==> config.mk <==
export PLATFORM = sky130hd
export DESIGN_NAME = rch_handler
export DESIGN_NICKNAME = d
export VERILOG_FILES = /design/src/include/rch_pkg.sv /design/src/include/rch_tmr_if.sv /design/src/rtl/rch_handler.sv /design/src/rtl/rch_timeout.sv /design/src/rtl/rch_sync3.sv
export VERILOG_INCLUDE_DIRS = /design/src /design/src/include
export SDC_FILE = /design/constraint.sdc
export NUM_CORES = 1
export LEC_CHECK = 0
export BUFFER_PORTS_ARGS = -buffer_cell sky130_fd_sc_hd__buf_2
export CAP_MARGIN = 0
export CORE_MARGIN = 2
export CORE_UTILIZATION = 45
export DETAILED_ROUTE_END_ITERATION = 7
export MAX_ROUTING_LAYER = met4
export PLACE_DENSITY = 0.7
export SETUP_SLACK_MARGIN = 0.1
export SKIP_LAST_GASP = 1
export SYNTH_ARGS = -nofsm -noshare
export SYNTH_HDL_FRONTEND = slang
export SYNTH_SLANG_ARGS = --single-unit
==> constraint.sdc <==
create_clock -name clk -period 2.3 [get_ports clk]
set_input_delay 0.115 -clock clk [delete_from_list [all_inputs] [get_ports clk]]
set_output_delay 0.115 -clock clk [all_outputs]
set_load 0.01 [all_outputs]
==> src/include/rch_regs.svh <==
// Purpose: Constants for the remote command handler.
// Assumes: 20 MHz clock.
// Notes:   Timing counts derive from times printed in milliseconds.
`ifndef RCH_REGS_SVH
`define RCH_REGS_SVH
`define RCH_CLK_HZ        20000000
`define RCH_ACK_WAIT_MS   500
`define RCH_RESP_WAIT_MS  1500
`define RCH_ACK_CYCLES    ((`RCH_CLK_HZ / 1000) * `RCH_ACK_WAIT_MS)
`define RCH_RESP_CYCLES   ((`RCH_CLK_HZ / 1000) * `RCH_RESP_WAIT_MS)
`define RCH_CMD_TX_EN     8'h01
`define RCH_CMD_WIDE      8'h03
`define RCH_CMD_SET_ADDR  8'h04
`define RCH_CMD_GET_ADDR  8'h05
`define RCH_CMD_GET_UID   8'h06
`define RCH_CMD_GET_MODE  8'h07
`define RCH_CMD_GET_REV   8'h08
`define RCH_CMD_PUSH      8'h09
`define RCH_CMD_ASK       8'h0A
`define RCH_CMD_ANSWER    8'h0B
`define RCH_CMD_BAND      8'h0C
`define RCH_CMD_THRESH    8'h0D
`define RCH_CMD_SET_GRP   8'h0E
`define RCH_CMD_GET_GRP   8'h0F
`define RCH_CMD_USER_LO   8'h30
`define RCH_REPLY_OK      8'h00
`define RCH_REPLY_DENIED  8'h01
`define RCH_MODE_TXEN_BIT 7
`define RCH_MODE_RESET    8'h00
`define RCH_THRESH_RESET  3'h0
`define RCH_ADDR_RESET    16'h0000
`endif

==> src/include/rch_pkg.sv <==
// Purpose: Types for the remote command handler.
// Assumes: Nothing beyond the constants header.
// Notes:   Status bits form one sticky vector.
package rch_pkg;
  typedef enum logic [2:0] {
    RCH_ST_OK, RCH_ST_NO_ACK, RCH_ST_NO_RESP, RCH_ST_RESP_OK,
    RCH_ST_RX_CTRL, RCH_ST_RX_DATA, RCH_ST_RX_USER, RCH_ST_DENIED
  } rch_stat_idx_t;
  typedef logic [7:0] rch_stat_t;
endpackage

==> src/include/rch_tmr_if.sv <==
// Purpose: Start, stop and expiry between handler and a timeout counter.
// Assumes: One clock shared by both ends.
// Notes:   Start restarts a running count.
`timescale 1ns/1ps
interface rch_tmr_if;
  logic start;
  logic stop;
  logic expired;
  logic running;
  modport ctl (output start, output stop, input expired, input running);
  modport tmr (input start, input stop, output expired, output running);
endinterface

==> src/rtl/rch_handler.sv <==
// Purpose: Remote command handler of a powerline node.
// Assumes: Packet layer hands over decoded commands one cycle each.
// Notes:   Status bits are sticky; a set beats a clear in one cycle.
//
// Contract
// Outgoing code comes from host register; received code is stored.
// Control codes 01-08, 0C-0F processed locally when unlocked, replied.
// Codes 09/0A acked only when acked service; host told of data.
// No ack within 500 ms reports a no-ack condition.
// Answer 0B within 1.5 s reports success, else no-response.
// Every outcome updates status, including the change flag.
// Codes 30-FF pass to the host as user commands.
// Code 01 changes only the transmit-enable bit of the mode register.
// Set commands reply 00 when unlocked, 01 when locked.
// Code 03 turns wide addressing on or off.
// Code 04 loads an 8-bit or 16-bit node address.
// Codes 05/06 return address or unique id, only if transmit enabled.
// Codes 07/08 return mode or revision, only if transmit enabled.
// Remote host must send its answer within 1.5 s of a request.
// Code 0C payload 0 enables band detection, 1 disables it.
// Code 0D loads the 3-bit detection threshold.
// Code 0E writes single and multiple group bytes; 0F returns them.
// Group addressing forces unacknowledged service.
// Codes 10-2F are ignored and not forwarded.
`timescale 1ns/1ps
`include "rch_regs.svh"
module rch_handler #(
  parameter int ACK_CYCLES  = `RCH_ACK_CYCLES,
  parameter int RESP_CYCLES = `RCH_RESP_CYCLES,
  parameter logic [63:0] UNIQUE_ID = 64'h0123456789ABCDEF, // Arbitrary.
  parameter logic [7:0]  REVISION  = 8'h10                 // Arbitrary.
) (
  // Clock and reset
  input  wire logic             clk,
  input  wire logic             rst_n,
  // Host control
  input  wire logic             cfgLock,
  input  wire logic [7:0]       outgoingCommandCode,
  input  wire logic             hostSend,
  input  wire logic             hostAckService,
  input  wire logic             hostGroupAddr,
  input  wire logic             statusClear,
  // Received command from the packet layer
  input  wire logic             rxValid,
  input  wire logic [7:0]       rxCode,
  input  wire logic [15:0]      rxPayload,
  input  wire logic             rxIsAck,
  // Ack line from the remote node pin
  input  wire logic             ackPin,
  // Transmit request to the packet layer
  output logic                  txValid,
  output logic [7:0]            txCode,
  output logic                  txAckService,
  output logic                  txIsReply,
  output logic [63:0]           txPayload,
  output logic [3:0]            txPayloadLen,
  // Node state
  output logic [7:0]            nodeModeReg,
  output logic                  wideAddr,
  output logic [15:0]           nodeAddr,
  output logic                  bandDetectEn,
  output logic [2:0]            detectThreshold,
  output logic [7:0]            singleGroup,
  output logic [7:0]            multiGroup,
  // Host status
  output logic [7:0]            incomingCommandCode,
  output rch_pkg::rch_stat_t    intStatus,
  output logic                  statusValueChange
);
  import rch_pkg::*;

  typedef struct packed {
    logic        txValid;
    logic [7:0]  txCode;
    logic        txAckService;
    logic        txIsReply;
    logic [63:0] txPayload;
    logic [3:0]  txPayloadLen;
    logic [7:0]  mode;
    logic        wide;
    logic [15:0] addr;
    logic        band;
    logic [2:0]  thresh;
    logic        [7:0] sgrp;
    logic        [7:0] mgrp;
    logic [7:0]  rxCodeHeld;
    rch_stat_t   status;
    logic        change;
    logic        waitAck;
    logic        waitResp;
  } rch_st_t;

  rch_st_t     stateReg;
  rch_st_t     stateNext;
  rch_tmr_if   ackTmr();
  rch_tmr_if   respTmr();
  logic        ackSeen;
  logic        ackSeenDly;
  logic        ackEdge;

  // A pin from another node is synchronised before use.
  rch_sync3 u_ack_sync (
    .clk  (clk),
    .rst_n(rst_n),
    .din  (ackPin),
    .dout (ackSeen)
  );

  // ack timer
  rch_timeout #(.CYCLES(ACK_CYCLES)) u_ack_tmr (
    .clk  (clk),
    .rst_n(rst_n),
    .tmr  (ackTmr.tmr)
  );

  // response timer
  rch_timeout #(.CYCLES(RESP_CYCLES)) u_resp_tmr (
    .clk  (clk),
    .rst_n(rst_n),
    .tmr  (respTmr.tmr)
  );

  // Rising edge of the synchronised ack, taken from the clean stage.
  always_ff @(posedge clk or negedge rst_n)
  begin
    if (!rst_n)
      ackSeenDly <= 1'b0;
    else
      ackSeenDly <= ackSeen;
  end
  assign ackEdge = ackSeen & ~ackSeenDly;

  // Next-state logic for the whole handler.
  always_comb
  begin
    logic        gotAck;
    logic        isCtrl;
    logic [7:0]  setFlags;
    gotAck   = 1'b0;
    isCtrl   = 1'b0;
    setFlags = 8'h00;
    stateNext = stateReg;
    stateNext.txValid = 1'b0;
    ackTmr.start  = 1'b0;
    ackTmr.stop   = 1'b0;
    respTmr.start = 1'b0;
    respTmr.stop  = 1'b0;

    // outgoing code
    if (hostSend && !stateReg.txValid)
    begin
      stateNext.txValid = 1'b1;
      stateNext.txCode  = outgoingCommandCode;
      stateNext.txIsReply = 1'b0;
      stateNext.txPayload = 64'h0000000000000000;
      stateNext.txPayloadLen = 4'h0;
      // group forces unacked
      stateNext.txAckService = hostAckService & ~hostGroupAddr;
      if (hostAckService && !hostGroupAddr)
      begin
        ackTmr.start = 1'b1;
        stateNext.waitAck = 1'b1;
      end
      // start response wait
      if (outgoingCommandCode == `RCH_CMD_ASK)
      begin
        respTmr.start = 1'b1;
        stateNext.waitResp = 1'b1;
      end
    end

    gotAck = ackEdge | (rxValid & rxIsAck);
    // ack received
    if (stateReg.waitAck && gotAck)
    begin
      ackTmr.stop = 1'b1;
      stateNext.waitAck = 1'b0;
      setFlags[RCH_ST_OK] = 1'b1;
    end
    // no-ack report
    if (ackTmr.expired && stateReg.waitAck)
    begin
      stateNext.waitAck = 1'b0;
      setFlags[RCH_ST_NO_ACK] = 1'b1;
    end
    // no-response report
    if (respTmr.expired && stateReg.waitResp)
    begin
      stateNext.waitResp = 1'b0;
      setFlags[RCH_ST_NO_RESP] = 1'b1;
    end

    if (rxValid && !rxIsAck)
    begin
      // store received code
      stateNext.rxCodeHeld = rxCode;
      isCtrl = (rxCode >= `RCH_CMD_TX_EN && rxCode <= `RCH_CMD_GET_REV)
            || (rxCode >= `RCH_CMD_BAND && rxCode <= `RCH_CMD_GET_GRP);
      stateNext.txIsReply = 1'b1;
      stateNext.txAckService = 1'b0;
      stateNext.txCode = rxCode;
      stateNext.txPayload = 64'h0000000000000000;
      stateNext.txPayloadLen = 4'h1;
      if (isCtrl)
      begin
        // local processing
        setFlags[RCH_ST_RX_CTRL] = 1'b1;
        case (rxCode)
          `RCH_CMD_GET_ADDR:
          begin
            // address read
            stateNext.txValid = stateReg.mode[`RCH_MODE_TXEN_BIT];
            stateNext.txPayload = {48'h0, stateReg.addr};
            stateNext.txPayloadLen = stateReg.wide ? 4'h2 : 4'h1;
          end
          `RCH_CMD_GET_UID:
          begin
            // unique id read
            stateNext.txValid = stateReg.mode[`RCH_MODE_TXEN_BIT];
            stateNext.txPayload = UNIQUE_ID;
            stateNext.txPayloadLen = 4'h8;
          end
          `RCH_CMD_GET_MODE:
          begin
            // mode read
            stateNext.txValid = stateReg.mode[`RCH_MODE_TXEN_BIT];
            stateNext.txPayload = {56'h0, stateReg.mode};
          end
          `RCH_CMD_GET_REV:
          begin
            // revision read
            stateNext.txValid = stateReg.mode[`RCH_MODE_TXEN_BIT];
            stateNext.txPayload = {56'h0, REVISION};
          end
          `RCH_CMD_GET_GRP:
          begin
            // group read
            stateNext.txValid = stateReg.mode[`RCH_MODE_TXEN_BIT];
            stateNext.txPayload = {48'h0, stateReg.mgrp, stateReg.sgrp};
            stateNext.txPayloadLen = 4'h2;
          end
          default:
          begin
            // set reply code
            stateNext.txValid = 1'b1;
            stateNext.txPayload = cfgLock ? {56'h0, `RCH_REPLY_DENIED}
                                          : {56'h0, `RCH_REPLY_OK};
            if (cfgLock)
              setFlags[RCH_ST_DENIED] = 1'b1;
            else
            begin
              case (rxCode)
                // only transmit-enable bit
                `RCH_CMD_TX_EN:
                  stateNext.mode[`RCH_MODE_TXEN_BIT] = rxPayload[0];
                // wide addressing
                `RCH_CMD_WIDE:
                  stateNext.wide = rxPayload[0];
                // address load
                `RCH_CMD_SET_ADDR:
                  stateNext.addr = stateReg.wide ? rxPayload
                                                 : {8'h00, rxPayload[7:0]};
                // band detect, inverted
                `RCH_CMD_BAND:
                  stateNext.band = ~rxPayload[0];
                // threshold load
                `RCH_CMD_THRESH:
                  stateNext.thresh = rxPayload[2:0];
                // group write
                `RCH_CMD_SET_GRP:
                begin
                  stateNext.sgrp = rxPayload[7:0];
                  stateNext.mgrp = rxPayload[15:8];
                end
                default:
                  stateNext.thresh = stateReg.thresh;
              endcase
            end
          end
        endcase
      end
      else if (rxCode == `RCH_CMD_PUSH || rxCode == `RCH_CMD_ASK)
      begin
        // ack only when acked
        stateNext.txValid = hostAckService & ~hostGroupAddr;
        stateNext.txPayloadLen = 4'h0;
        setFlags[RCH_ST_RX_DATA] = 1'b1;
      end
      else if (rxCode == `RCH_CMD_ANSWER)
      begin
        // answer within window
        setFlags[RCH_ST_RX_DATA] = 1'b1;
        if (stateReg.waitResp)
        begin
          respTmr.stop = 1'b1;
          stateNext.waitResp = 1'b0;
          setFlags[RCH_ST_RESP_OK] = 1'b1;
        end
      end
      else if (rxCode >= `RCH_CMD_USER_LO)
        // user commands to host
        setFlags[RCH_ST_RX_USER] = 1'b1;
      // reserved codes set no status and send no reply; their code is still held.
    end

    // status update, set wins
    if (statusClear)
    begin
      stateNext.status = 8'h00;
      stateNext.change = 1'b0;
    end
    stateNext.status = stateNext.status | setFlags;
    if (setFlags != 8'h00)
      stateNext.change = 1'b1;
  end

  // Register stage; mode, threshold and address reset values come from the header, band detect resets to 1.
  always_ff @(posedge clk or negedge rst_n)
  begin
    if (!rst_n)
    begin
      stateReg <= '0;
      stateReg.mode <= `RCH_MODE_RESET;
      stateReg.thresh <= `RCH_THRESH_RESET;
      stateReg.addr <= `RCH_ADDR_RESET;
      stateReg.band <= 1'b1;
    end
    else
      stateReg <= stateNext;
  end

  // Outputs straight from the state register.
  assign txValid             = stateReg.txValid;
  assign txCode              = stateReg.txCode;
  assign txAckService        = stateReg.txAckService;
  assign txIsReply           = stateReg.txIsReply;
  assign txPayload           = stateReg.txPayload;
  assign txPayloadLen        = stateReg.txPayloadLen;
  assign nodeModeReg         = stateReg.mode;
  assign wideAddr            = stateReg.wide;
  assign nodeAddr            = stateReg.addr;
  assign bandDetectEn        = stateReg.band;
  assign detectThreshold     = stateReg.thresh;
  assign singleGroup         = stateReg.sgrp;
  assign multiGroup          = stateReg.mgrp;
  assign incomingCommandCode = stateReg.rxCodeHeld;
  assign intStatus           = stateReg.status;
  assign statusValueChange   = stateReg.change;
endmodule

==> src/rtl/rch_timeout.sv <==
// Purpose: Single-shot timeout counter.
// Assumes: Count fits in the counter width.
// Notes:   Expiry is a one-cycle pulse and ends the run.
`timescale 1ns/1ps
module rch_timeout #(
  parameter int CYCLES = 10000000
) (
  // Clock and reset
  input wire logic clk,
  input wire logic rst_n,
  // Control
  rch_tmr_if.tmr   tmr
);
  import rch_pkg::*;
  typedef struct packed {
    logic [31:0] cnt;
    logic        run;
    logic        exp;
  } rch_tmr_st_t;
  rch_tmr_st_t stateReg;
  rch_tmr_st_t stateNext;

  // A stop wins over expiry in the same cycle; a start wins over both.
  always_comb
  begin
    stateNext = stateReg;
    stateNext.exp = 1'b0;
    if (tmr.start)
    begin
      stateNext.run = 1'b1;
      stateNext.cnt = 32'(CYCLES - 1);
    end
    else if (tmr.stop)
      stateNext.run = 1'b0;
    else if (stateReg.run)
    begin
      if (stateReg.cnt == 32'h00000000)
      begin
        stateNext.run = 1'b0;
        stateNext.exp = 1'b1;
      end
      else
        stateNext.cnt = stateReg.cnt - 32'h00000001;
    end
  end

  // Register stage.
  always_ff @(posedge clk or negedge rst_n)
  begin
    if (!rst_n)
      stateReg <= '0;
    else
      stateReg <= stateNext;
  end

  assign tmr.expired = stateReg.exp;
  assign tmr.running = stateReg.run;
endmodule

==> src/rtl/rch_sync3.sv <==
// Purpose: Three-stage synchroniser for a pin level.
// Assumes: Input is asynchronous to clk.
// Notes:   Output moves only when stages two and three agree.
`timescale 1ns/1ps
module rch_sync3 (
  // Clock and reset
  input  wire logic clk,
  input  wire logic rst_n,
  // Level
  input  wire logic din,
  output logic      dout
);
  import rch_pkg::*;
  typedef struct packed {
    logic s1;
    logic s2;
    logic s3;
    logic q;
  } rch_sync_st_t;
  rch_sync_st_t stateReg;
  rch_sync_st_t stateNext;

  // The first stage feeds only the second, to contain metastability.
  always_comb
  begin
    stateNext = stateReg;
    stateNext.s1 = din;
    stateNext.s2 = stateReg.s1;
    stateNext.s3 = stateReg.s2;
    if (stateReg.s2 == stateReg.s3)
      stateNext.q = stateReg.s3;
  end

  // Register stage.
  always_ff @(posedge clk or negedge rst_n)
  begin
    if (!rst_n)
      stateReg <= '0;
    else
      stateReg <= stateNext;
  end

  assign dout = stateReg.q;
endmodule

==> results.sh, run 1 <==
export IMPL_ant_nets=0
export IMPL_area_delta_synth_final_pct=20.8
export IMPL_grt_total_usage=0.213
export IMPL_die_w_um=143
export IMPL_hold_viol=0
export IMPL_io_buffers=146
export IMPL_synth_area_leader_cell="dfrtp_1"
export IMPL_critPathRequiredTime_ns=2.61
export IMPL_holdPathStages=3
export IMPL_ys_seq_elements=161
export IMPL_final_common_cell="dfrtp_1"
export IMPL_synth_area_um2=8660
export IMPL_criticalPathCategory="reg -> reg"
export IMPL_overflow=0
export IMPL_core_um2=18800
export IMPL_hp_class="in -> reg"
export IMPL_cp_common_cell="or4_4"
export IMPL_vdd_drop_max_mv=0.651
export IMPL_post_route_min_period_ns=2.34
export IMPL_synth_mux_area_frac=0.0510
export IMPL_drive_gt1_frac=0.336
export IMPL_final_cell_mix="dfrtp_1, buf_2, nand2_1, buf_4, nor2_1"
export IMPL_dieArea_um2=20400
export IMPL_yosysUniqueCellTypes=74
export IMPL_fin_crit_sh=1.02
export IMPL_clockRootBuffer="clkbuf_16"
export IMPL_grt_max_degree=63
export IMPL_drv_cap=0
export IMPL_nNetsFinal=1059
export IMPL_crit_chain="or4_4 -> or4_4 -> a2111oi_4 -> buf_4 -> nand3_1 -> xor2_1 -> nor2_1"
export IMPL_routed_wl_mm=20.9
export IMPL_fin_setup_tns_ns=-0.131
export IMPL_cp_arrival_ns=2.65
export IMPL_synth_top_family_by_area="simple AND/OR/NAND/NOR gates"
export IMPL_synth_xor_xnor_area_share=0.0506
export IMPL_routedWlPerCell_um=16.6
export IMPL_worst_setup_path_end_kind="flop"
export IMPL_grt_pass1_wl_mm=32.9
export IMPL_yosysSeqAreaShare=0.465
export IMPL_violations="setup timing"
export IMPL_synth_edff_count=0
export IMPL_boundaryPins=183
export IMPL_synthSimpleGateAreaFrac=0.190
export IMPL_h_tree_depth=4
export IMPL_num_antenna_cells=0
export IMPL_grt_pass1_vias=6298
export IMPL_power_density_nw_per_um2=922
export IMPL_worstPathMaxFanout=4
export IMPL_total_power_uw=9650
export IMPL_synth_compound_area_frac=0.0923
export IMPL_worst_slew_pin_slew_ns=0.535
export IMPL_ff2ff_path_depth=7
export IMPL_clk_pin_slew_ns=0.07
export IMPL_cts_tree="built"
export IMPL_met3_usage=0.0500
export IMPL_rsz0062_at_grt="yes"
export IMPL_use_met2=0.332
export IMPL_slowest_stage="or4_4"
export IMPL_stdcell_count=1260
export IMPL_numCtsBuffers=17
export IMPL_synthFlopType="dfrtp_1"
export IMPL_start_kind="flop"
export IMPL_dp_hpwl_mm=14.4
export IMPL_synth_fa_ha_area_frac=0.00809
export IMPL_relSlewSlack=0.642
export IMPL_holdWs_ns=0.0191
export IMPL_clock_skew_ns=0.00800
export IMPL_grt_most_used_layer="met2"
export IMPL_fin_ws_ns=-0.0409
export IMPL_die_y_um=143
export IMPL_gr_usage_met1=0.280
export IMPL_rows=50
export IMPL_first_pass_iters=5
export IMPL_via_per_inst=5.27
export IMPL_leakage_uw=0.00512
export IMPL_setup_viol=6
export IMPL_status="finished with violations"
export IMPL_antenna_found_initial=0
export IMPL_max_freq_mhz=427
export IMPL_drc_errors=0
export IMPL_vias=6645
export IMPL_detailedPlace_worstSlack_ns=-0.0646
export IMPL_crit_path_max_incr_delay_ns=0.59
export IMPL_async_flop_share=1.00
export IMPL_netlist_instances=872
export IMPL_yosysTopAreaCellShare=0.462
export IMPL_synth_area_leaders="dfrtp_1, buf_4, nand2_1"
export IMPL_drt_iter0_drc=363
export IMPL_cts_buffer_depth=2
export IMPL_gp_congestion=0.839
export IMPL_initial_utilization=0.461
export IMPL_place_inst=1183
export IMPL_syn_avg_cell_area_um2=9.93
export IMPL_yosys_warnings=0
export IMPL_cts_sinks=161
export IMPL_slew_viol_final=0
export IMPL_clkLatencyLatePin_ns=0.44
-- metrics by stage --
step / cell area, um2 / util
2_1_floorplan: 8820 / -
3_3_place_gp: 9200 / 0.490
3_5_place_dp: 9200 / 0.490
4_1_cts: 10200 / 0.545
5_1_grt: 10500 / 0.558
6_report: 10500 / 0.558
-- cell families (layout without fill, tap and decap cells) --
family                     after synthesis  after routing
DFF                                    161            161
adders and majority gates                6              6
and+or+nand+nor                        312            312
AOI/OAI and AO/OA                      117            118
muxes                                   39             39
xor gates and xnor gates                50             50
other                                    1             36
buffers and inverters                  186            304
-- cell usage after synthesis (all sizes together) (3+ instances only) --
library cell / n
or3: 11
nand3: 18
a22o: 18
inv: 14
nand4: 7
o22ai: 3
mux2: 29
xnor2: 38
or4: 10
nor4b: 5
nand2: 100
dfrtp: 160
nor4: 26
o31ai: 3
and2: 6
nor2b: 5
mux2i: 10
and4: 3
nand2b: 11
xor2: 12
nor3: 31
and3: 8
a21oi: 21
ha: 4
nor2: 58
clkbuf: 28
buf: 144
or2: 5
o21ai: 47
-- layout make-up --
class	count	area [um2]
Timing Repair Buffer	258	1710
Inverter	14	52.6
Clock buffer	17	425
Sequential cell	161	4030
Fill cell	1564	8300
Tap cell	234	293
Clock inverter	15	180
Multi-Input combinational cell	561	3770
-- power by group --
| group | internal [uW] | total, uW | switching [uW] |
|---|---|---|---|
| Sequential | 3140 | 3450 | 310 |
| Clock | 1650 | 2960 | 1310 |
| Combinational | 1560 | 3240 | 1680 |
| Total | 6350 | 9650 | 3300 |
-- worst max-delay path, delay by kind of cell, from the launching register on --
family | cells | cell delay, ns
xor+xnor | 1 | 0.13
compound gates | 1 | 0.25
simple gates | 4 | 1.27
buf+inv | 1 | 0.19
flops | 1 | 0.38
-- flip-flops by register name, summed over array words and instances (netlist names), 8 cells and up --
register             count
u_resp_tmr.stateReg     32
txCode                   8
txPayload               17
nodeAddr                16
singleGroup              8
intStatus                8
incomingCommandCode      8
multiGroup               8
u_ack_tmr.stateReg      32
-- final timing paths --
kind / startpoint / endpoint / slack (ns)
worst max-delay path: u_resp_tmr.stateReg[12] / u_resp_tmr.stateReg[32] / -0.04
worst min-delay path: outgoingCommandCode[2] / txCode[2] / 0.02
worst max register to register: u_resp_tmr.stateReg[12] / u_resp_tmr.stateReg[32] / -0.04
worst min register to register: u_ack_sync.stateNext[2] / u_ack_sync.stateNext[1] / 0.35
max in group asynchronous: rst_n / u_resp_tmr.stateReg[23] / 1.34
min in group asynchronous: rst_n / u_ack_tmr.tmr.running / 0.19
-- timing repair --
item / CTS / global route
endpoints found under the hold margin: 96 / 0
resized for setup: 14 / 33
endpoints found under the setup margin: 36 / 50
hold buffers: 30 / 0
pin swaps: 5 / 28
gates cloned: 0 / 1
buffers inserted: 6 / 10
-- layer usage --
metal  routed length [um]  vias up
met5                    0        -
met4                  206        0
met3                 1110       22
met2                10000      210
met1                 9530     3268
li1                     -     3145
(Power assumes the default switching activity.)
==> run 2, diff against run 1 <==
--- a/config.mk
+++ b/config.mk
@@ -6,15 +6,16 @@
 export SDC_FILE = /design/constraint.sdc
 export NUM_CORES = 1
 export LEC_CHECK = 0
+export ABC_AREA = 1
 export BUFFER_PORTS_ARGS = -buffer_cell sky130_fd_sc_hd__buf_2
 export CAP_MARGIN = 0
 export CORE_MARGIN = 2
 export CORE_UTILIZATION = 45
 export DETAILED_ROUTE_END_ITERATION = 7
 export MAX_ROUTING_LAYER = met4
-export PLACE_DENSITY = 0.7
+export PLACE_DENSITY = 0.69
+export RECOVER_POWER = 100
 export SETUP_SLACK_MARGIN = 0.1
-export SKIP_LAST_GASP = 1
 export SYNTH_ARGS = -nofsm -noshare
 export SYNTH_HDL_FRONTEND = slang
 export SYNTH_SLANG_ARGS = --single-unit
==> run 2 against run 1 <==
Compared with the run above: the run ends with capacitance limit, slew limit left; via count up 31%; register-to-register slack gained 0.26 ns; area after synthesis grew 13%; sequential power rose by 3%; clock skew rose by 0.0045 ns; setup slack better by 0.22 ns; fmax is 10% higher; critical path depth rose by 6; largest cell class is now multi-input gates; highest routed layer unchanged.
==> results.sh, run 2 <==
export IMPL_vdd_drop_max_mv=0.524
export IMPL_area_delta_synth_final_pct=10.5
export IMPL_yosys_warnings=0
export IMPL_clock_skew_ns=0.0125
export IMPL_critPathRequiredTime_ns=2.61
export IMPL_hold_viol=0
export IMPL_overflow=0
export IMPL_synth_edff_count=0
export IMPL_cp_arrival_ns=2.43
export IMPL_post_route_min_period_ns=2.12
export IMPL_drt_iter0_drc=733
export IMPL_cts_sinks=161
export IMPL_routedWlPerCell_um=15.7
export IMPL_synthSimpleGateAreaFrac=0.315
export IMPL_die_w_um=151
export IMPL_worstPathMaxFanout=21
export IMPL_synth_area_leaders="dfrtp_1, nand2_1, buf_4"
export IMPL_final_common_cell="nand2_1"
export IMPL_first_pass_iters=5
export IMPL_placed_area_um2=10100
export IMPL_final_cell_mix="nand2_1, nor2_1, dfrtp_1, inv_1, clkbuf_1"
export IMPL_yosysUniqueCellTypes=39
export IMPL_status="finished with violations"
export IMPL_post_route_cell_area_um2=10800
export IMPL_top_layer="met4"
export IMPL_setup_viol=0
export IMPL_routed_wl_mm=27.3
export IMPL_synthFlopType="dfrtp_1"
export IMPL_max_freq_mhz=472
export IMPL_power_switching_share=0.383
export IMPL_internal_power_uw=5780
export IMPL_crit_chain="dlygate4sd3_1 -> clkbuf_1 -> nor2_1 -> nand2_2 -> inv_2 -> nand2_1 -> nand2_4 -> nor2_8 -> nand2_2 -> inv_4 -> nand2_4 -> nand2_1 -> nand2_1"
export IMPL_hp_class="in -> reg"
export IMPL_seq_power_share=0.381
export IMPL_cts_tree="built"
export IMPL_drc_errors=0
export IMPL_synth_xor_xnor_area_share=0.00984
export IMPL_synth_area_leader_cell="dfrtp_1"
export IMPL_clk_pin_slew_ns=0.07
export IMPL_cts_buffer_depth=2
export IMPL_crit_path_max_incr_delay_ns=0.54
export IMPL_netlist_instances=1358
export IMPL_route_met2_wl_mm=12.9
export IMPL_ys_seq_elements=161
export IMPL_wl_met3_mm=1.60
export IMPL_synth_compound_area_frac=0.0795
export IMPL_rows=53
export IMPL_die_y_um=151
export IMPL_violations="capacitance limit, slew limit"
export IMPL_core_um2=21200
export IMPL_post_cts_buffers=0
export IMPL_synth_top_family_by_area="simple AND/OR/NAND/NOR gates"
export IMPL_fin_crit_sh=0.922
export IMPL_slew_viol_final=59
export IMPL_nNetsFinal=1497
export IMPL_dp_hpwl_mm=19.9
export IMPL_slowest_stage="dlygate4sd3_1"
export IMPL_m1WireLength_mm=12.3
export IMPL_clkLatencyLatePin_ns=0.43
export IMPL_synth_fa_ha_area_frac=0.00613
export IMPL_gp_congestion=0.959
export IMPL_grt_pass1_wl_mm=42.8
export IMPL_ant_nets=0
export IMPL_synth_mux_area_frac=0
export IMPL_synth_area_um2=9790
export IMPL_io_buffers=146
export IMPL_antenna_found_initial=0
export IMPL_dieArea_um2=23000
export IMPL_utilization=0.511
export IMPL_power_density_nw_per_um2=866
export IMPL_total_power_uw=9370
export IMPL_async_flop_share=1.00
export IMPL_num_antenna_cells=0
export IMPL_criticalPathCategory="in -> reg"
export IMPL_vias=8734
export IMPL_clockRootBuffer="clkbuf_16"
export IMPL_grt_pass1_vias=8066
export IMPL_start_kind="input port"
export IMPL_worst_slew_pin_slew_ns=1.51
export IMPL_yosys_cell_count_top_type="nand2_1"
export IMPL_boundaryPins=183
export IMPL_h_tree_depth=4
export IMPL_yosysSeqAreaShare=0.412
export IMPL_clkPwrFrac=0.315
export IMPL_relSlewSlack=-0.00609
export IMPL_initial_utilization=0.463
export IMPL_synth_common_cells="nand2_1, dfrtp_1, nor2_1"
export IMPL_leakage_uw=0.00563
export IMPL_comb_power_share=0.304
export IMPL_p_sw_uw=3590
export IMPL_syn_avg_cell_area_um2=7.21
export IMPL_rsz0062_at_grt="yes"
export IMPL_via_per_inst=5.02
export IMPL_drive_gt1_frac=0.0881
export IMPL_cp_common_cell="nand2_1"
export IMPL_worst_setup_path_end_kind="flop"
export IMPL_grt_max_degree=60
export IMPL_yosysTopAreaCellShare=0.409
export IMPL_fin_setup_tns_ns=0
export IMPL_drv_cap=1
export IMPL_numCtsBuffers=17
export IMPL_holdWs_ns=0.00194
export IMPL_grt_total_usage=0.248
## run 2: cell count changes in the layout (fill, tap and decap cells not counted), moves of 51 or more
cell / change
nand2_1: +292
inv_1: +119
clkbuf_1: +109
buf_2: -106
nor2_1: +104
nand3_1: +93
buf_4: -51
## run 2: timing repair
item	in CTS	in global routing
endpoints found under the setup margin	0	30
hold buffers	33	0
hold endpoints to repair	91	0
resized for setup	0	4
## run 2: cell type report
| class | instances | area [um2] |
|---|---|---|
| Fill cell | 2128 | 10300 |
| Multi-Input combinational cell | 920 | 4150 |
| Sequential cell | 161 | 4030 |
| Timing Repair Buffer | 209 | 1140 |
| Inverter | 142 | 542 |
| Clock buffer | 20 | 457 |
| Tap cell | 275 | 344 |
| Clock inverter | 12 | 146 |
## run 2: final timing paths
check                                         from                       to  slack (ns)  cells past startpoint
setup / recovery                         rxCode[4]              nodeAddr[0]        0.18                     13
hold / removal                         statusClear             intStatus[0]       0.002                      2
setup reg to reg                           txValid                txCode[4]        0.22                      5
hold reg to reg            u_ack_sync.stateNext[2]  u_ack_sync.stateNext[1]        0.36                      0
max in group asynchronous                    rst_n  u_resp_tmr.stateReg[25]        0.46                      3
min in group asynchronous                    rst_n          txPayloadLen[3]        0.60                      2
## run 2: per-stage QoR
step           setup slack [ns]  std cells
2_1_floorplan             0.601       1393
3_3_place_gp              0.318       1674
3_5_place_dp              0.302       1674
4_1_cts                   0.196       1739
5_1_grt                  0.0655       1739
6_report                  0.180       1739
## run 2: kinds of logic (layout without fill, tap and decap cells)
| kind of cell | Yosys count | count (layout) |
|---|---|---|
| DFF | 161 | 161 |
| xor gates and xnor gates | 11 | 11 |
| adders and majority gates | 5 | 5 |
| AOI/OAI and AO/OA | 146 | 146 |
| buffers and inverters | 312 | 383 |
| other | 1 | 36 |
| and+or+nand+nor | 722 | 722 |
## run 2: routing by layer
| metal | track usage | up-vias |
|---|---|---|
| li1 | - | 4305 |
| met1 | 0.334 | 4095 |
| met2 | 0.393 | 287 |
| met3 | 0.0422 | 47 |
| met4 | 0.0644 | 0 |
| met5 | - | - |
## run 2: worst max-delay path, delay by kind of cell
family                 cells  cell delay (ns)
buffers and inverters      4             1.11
and+or+nand+nor            9             1.18
## run 2: power groups by stage
stage / logic (uW) / clock network, uW / registers (uW)
6_report: 2850 / 2950 / 3570
5_1_grt: 3250 / 3110 / 3620
4_1_cts: 2890 / 3000 / 3560
3_5_place_dp: 2810 / 0 / 3600
3_3_place_gp: 2800 / 0 / 3600
2_1_floorplan: 2100 / 0 / 3500
==> run 3, diff against run 2 <==
--- a/config.mk
+++ b/config.mk
@@ -6,14 +6,13 @@
 export SDC_FILE = /design/constraint.sdc
 export NUM_CORES = 1
 export LEC_CHECK = 0
-export ABC_AREA = 1
 export BUFFER_PORTS_ARGS = -buffer_cell sky130_fd_sc_hd__buf_2
 export CAP_MARGIN = 0
 export CORE_MARGIN = 2
 export CORE_UTILIZATION = 45
 export DETAILED_ROUTE_END_ITERATION = 7
 export MAX_ROUTING_LAYER = met4
-export PLACE_DENSITY = 0.69
+export PLACE_DENSITY = 0.7
 export RECOVER_POWER = 100
 export SETUP_SLACK_MARGIN = 0.1
 export SYNTH_ARGS = -nofsm -noshare
==> run 3 against run 2 <==
Compared with the run above: the flow finishes with violations (setup timing); sequential power shrank 3%; fmax fell by 9.6%; core utilization rose by 3.1 points; clock skew shrank 0.0035 ns.
==> results.sh, run 3 (synthesis gave the netlist of run 1 again) <==
export IMPL_clockRootBuffer="clkbuf_16"
export IMPL_final_cell_mix="dfrtp_1, clkbuf_1, nand2_1, buf_4, nor2_1"
export IMPL_place_inst=1183
export IMPL_fillCellCount=1641
export IMPL_holdPathStages=3
export IMPL_vdd_drop_max_mv=0.590
export IMPL_clk_pin_slew_ns=0.07
export IMPL_ff2ff_path_depth=7
export IMPL_worst_setup_path_end_kind="flop"
export IMPL_drive_gt1_frac=0.216
export IMPL_power_switching_share=0.341
export IMPL_min_to="incomingCommandCode[2]"
export IMPL_rsz0062_at_grt="yes"
export IMPL_register_area_um2=4030
export IMPL_max_freq_mhz=427
export IMPL_post_route_cell_area_um2=10200
export IMPL_hold_viol=0
export IMPL_stdcell_count=1260
export IMPL_die_w_um=143
export IMPL_ant_nets=0
export IMPL_via_per_inst=5.24
export IMPL_boundaryPins=183
export IMPL_dp_hpwl_mm=14.4
export IMPL_r2r_start="u_resp_tmr.stateReg[17]"
export IMPL_gp_congestion=0.839
export IMPL_regToRegSetupSlack_ns=-0.04
export IMPL_io_buffers=146
export IMPL_clkPwrFrac=0.310
export IMPL_violations="setup timing"
export IMPL_num_antenna_cells=0
export IMPL_cp_arrival_ns=2.65
export IMPL_min_delay_start="rxCode[2]"
export IMPL_vias=6601
export IMPL_antenna_found_initial=0
export IMPL_p_sw_uw=3260
export IMPL_comb_power_share=0.330
export IMPL_clkLatencyLatePin_ns=0.44
export IMPL_final_common_cell="dfrtp_1"
export IMPL_met3_usage=0.0493
export IMPL_leakage_uw=0.00460
export IMPL_regToRegEndpoint="u_resp_tmr.stateReg[32]"
export IMPL_critPathRequiredTime_ns=2.61
export IMPL_fin_crit_sh=1.02
export IMPL_gr_usage_met1=0.280
export IMPL_cts_sinks=161
export IMPL_area_delta_synth_final_pct=17.5
export IMPL_placed_area_um2=9200
export IMPL_power_density_nw_per_um2=940
export IMPL_die_y_um=143
export IMPL_grt_most_used_layer="met2"
export IMPL_worst_slew_pin_slew_ns=1.26
export IMPL_use_met2=0.332
export IMPL_drt_iter0_drc=325
export IMPL_slew_viol_final=0
export IMPL_h_tree_depth=4
export IMPL_internal_power_uw=6310
export IMPL_rows=50
export IMPL_routedWlPerCell_um=16.6
export IMPL_status="finished with violations"
export IMPL_relSlewSlack=0.161
export IMPL_core_um2=18800
export IMPL_grt_pass1_vias=6294
export IMPL_fin_ws_ns=-0.0439
export IMPL_initial_utilization=0.461
export IMPL_routed_wl_mm=20.9
export IMPL_setup_viol=6
export IMPL_hp_class="in -> reg"
export IMPL_worstPathMaxFanout=4
export IMPL_post_route_min_period_ns=2.34
export IMPL_grt_pass1_wl_mm=32.9
export IMPL_first_pass_iters=4
export IMPL_criticalPathCategory="reg -> reg"
export IMPL_start_kind="flop"
export IMPL_grt_total_usage=0.213
export IMPL_cts_buffer_depth=2
export IMPL_numCtsBuffers=17
export IMPL_drc_errors=0
export IMPL_overflow=0
export IMPL_nNetsFinal=1059
export IMPL_seq_power_share=0.360
export IMPL_grt_max_degree=63
export IMPL_dieArea_um2=20400
export IMPL_cts_tree="built"
export IMPL_multi_input_area_um2=3700
export IMPL_clock_skew_ns=0.00904
export IMPL_drv_cap=0
## run 3: cell type report
cell class,instances,share of cell area
repair buffers,258,0.146
flip-flops and latches,161,0.396
well taps,234,0.0288
inverters,14,0.00517
clock inverters,15,0.0177
clock buffers,17,0.0418
multi-input cells,561,0.364
## run 3: critical path, stage by stage, from the launching register on
cell	delay, ns
dfrtp_1	0.38
or4_4	0.59
or4_4	0.54
a2111oi_4	0.25
buf_4	0.19
nand3_1	0.09
xor2_1	0.13
nor2_1	0.05
## run 3: timing repair
| item | in CTS | in global routing |
|---|---|---|
| setup buffers | 6 | 10 |
| pin swaps | 6 | 22 |
| gates resized for setup | 17 | 27 |
| hold buffers | 30 | 0 |
| cloned | 0 | 1 |
| endpoints found under the hold margin | 96 | 0 |
| endpoints found under the setup margin | 36 | 51 |
## run 3: power groups by stage
stage          sequential [uW]  combinational (uW)  clock, uW
2_1_floorplan             3430                1620          0
3_3_place_gp              3450                2500          0
3_5_place_dp              3460                2540          0
4_1_cts                   3430                2860       3020
5_1_grt                   3490                3460       3140
6_report                  3450                3160       2960
## run 3: metrics by stage
step	worst slack [ns]	setup TNS (ns)	total power [uW]	util	hold WS, ns
floorplan	0.00712	0	5050	-	-0.181
global placement	-0.0424	-0.0424	5950	0.490	0.102
detailed placement	-0.0646	-0.711	6000	0.490	0.0989
CTS	-0.0317	-0.0607	9300	0.546	0.0110
global route	-0.177	-3.42	10100	0.542	0.0303
finish	-0.0439	-0.156	9570	0.542	0.0156
## run 3: worst max-delay path by stage
stage	start	slack, ns	endpoint
after detailed placement	u_resp_tmr.stateReg[12]	-0.06	u_resp_tmr.stateReg[24]
after CTS	u_resp_tmr.stateReg[12]	-0.03	u_resp_tmr.stateReg[32]
after global placement	u_resp_tmr.stateReg[12]	-0.04	u_resp_tmr.stateReg[24]
after floorplan	u_resp_tmr.stateReg[12]	0.007	u_resp_tmr.stateReg[24]
final	u_resp_tmr.stateReg[17]	-0.04	u_resp_tmr.stateReg[32]
after global routing	u_resp_tmr.stateReg[12]	-0.18	u_resp_tmr.stateReg[28]
## run 3: routing by layer
layer | wire length, um | vias up
li1 | - | 3145
met2 | 9930 | 211
met4 | 222 | 0
met5 | 0 | -
met1 | 9570 | 3225
met3 | 1160 | 20
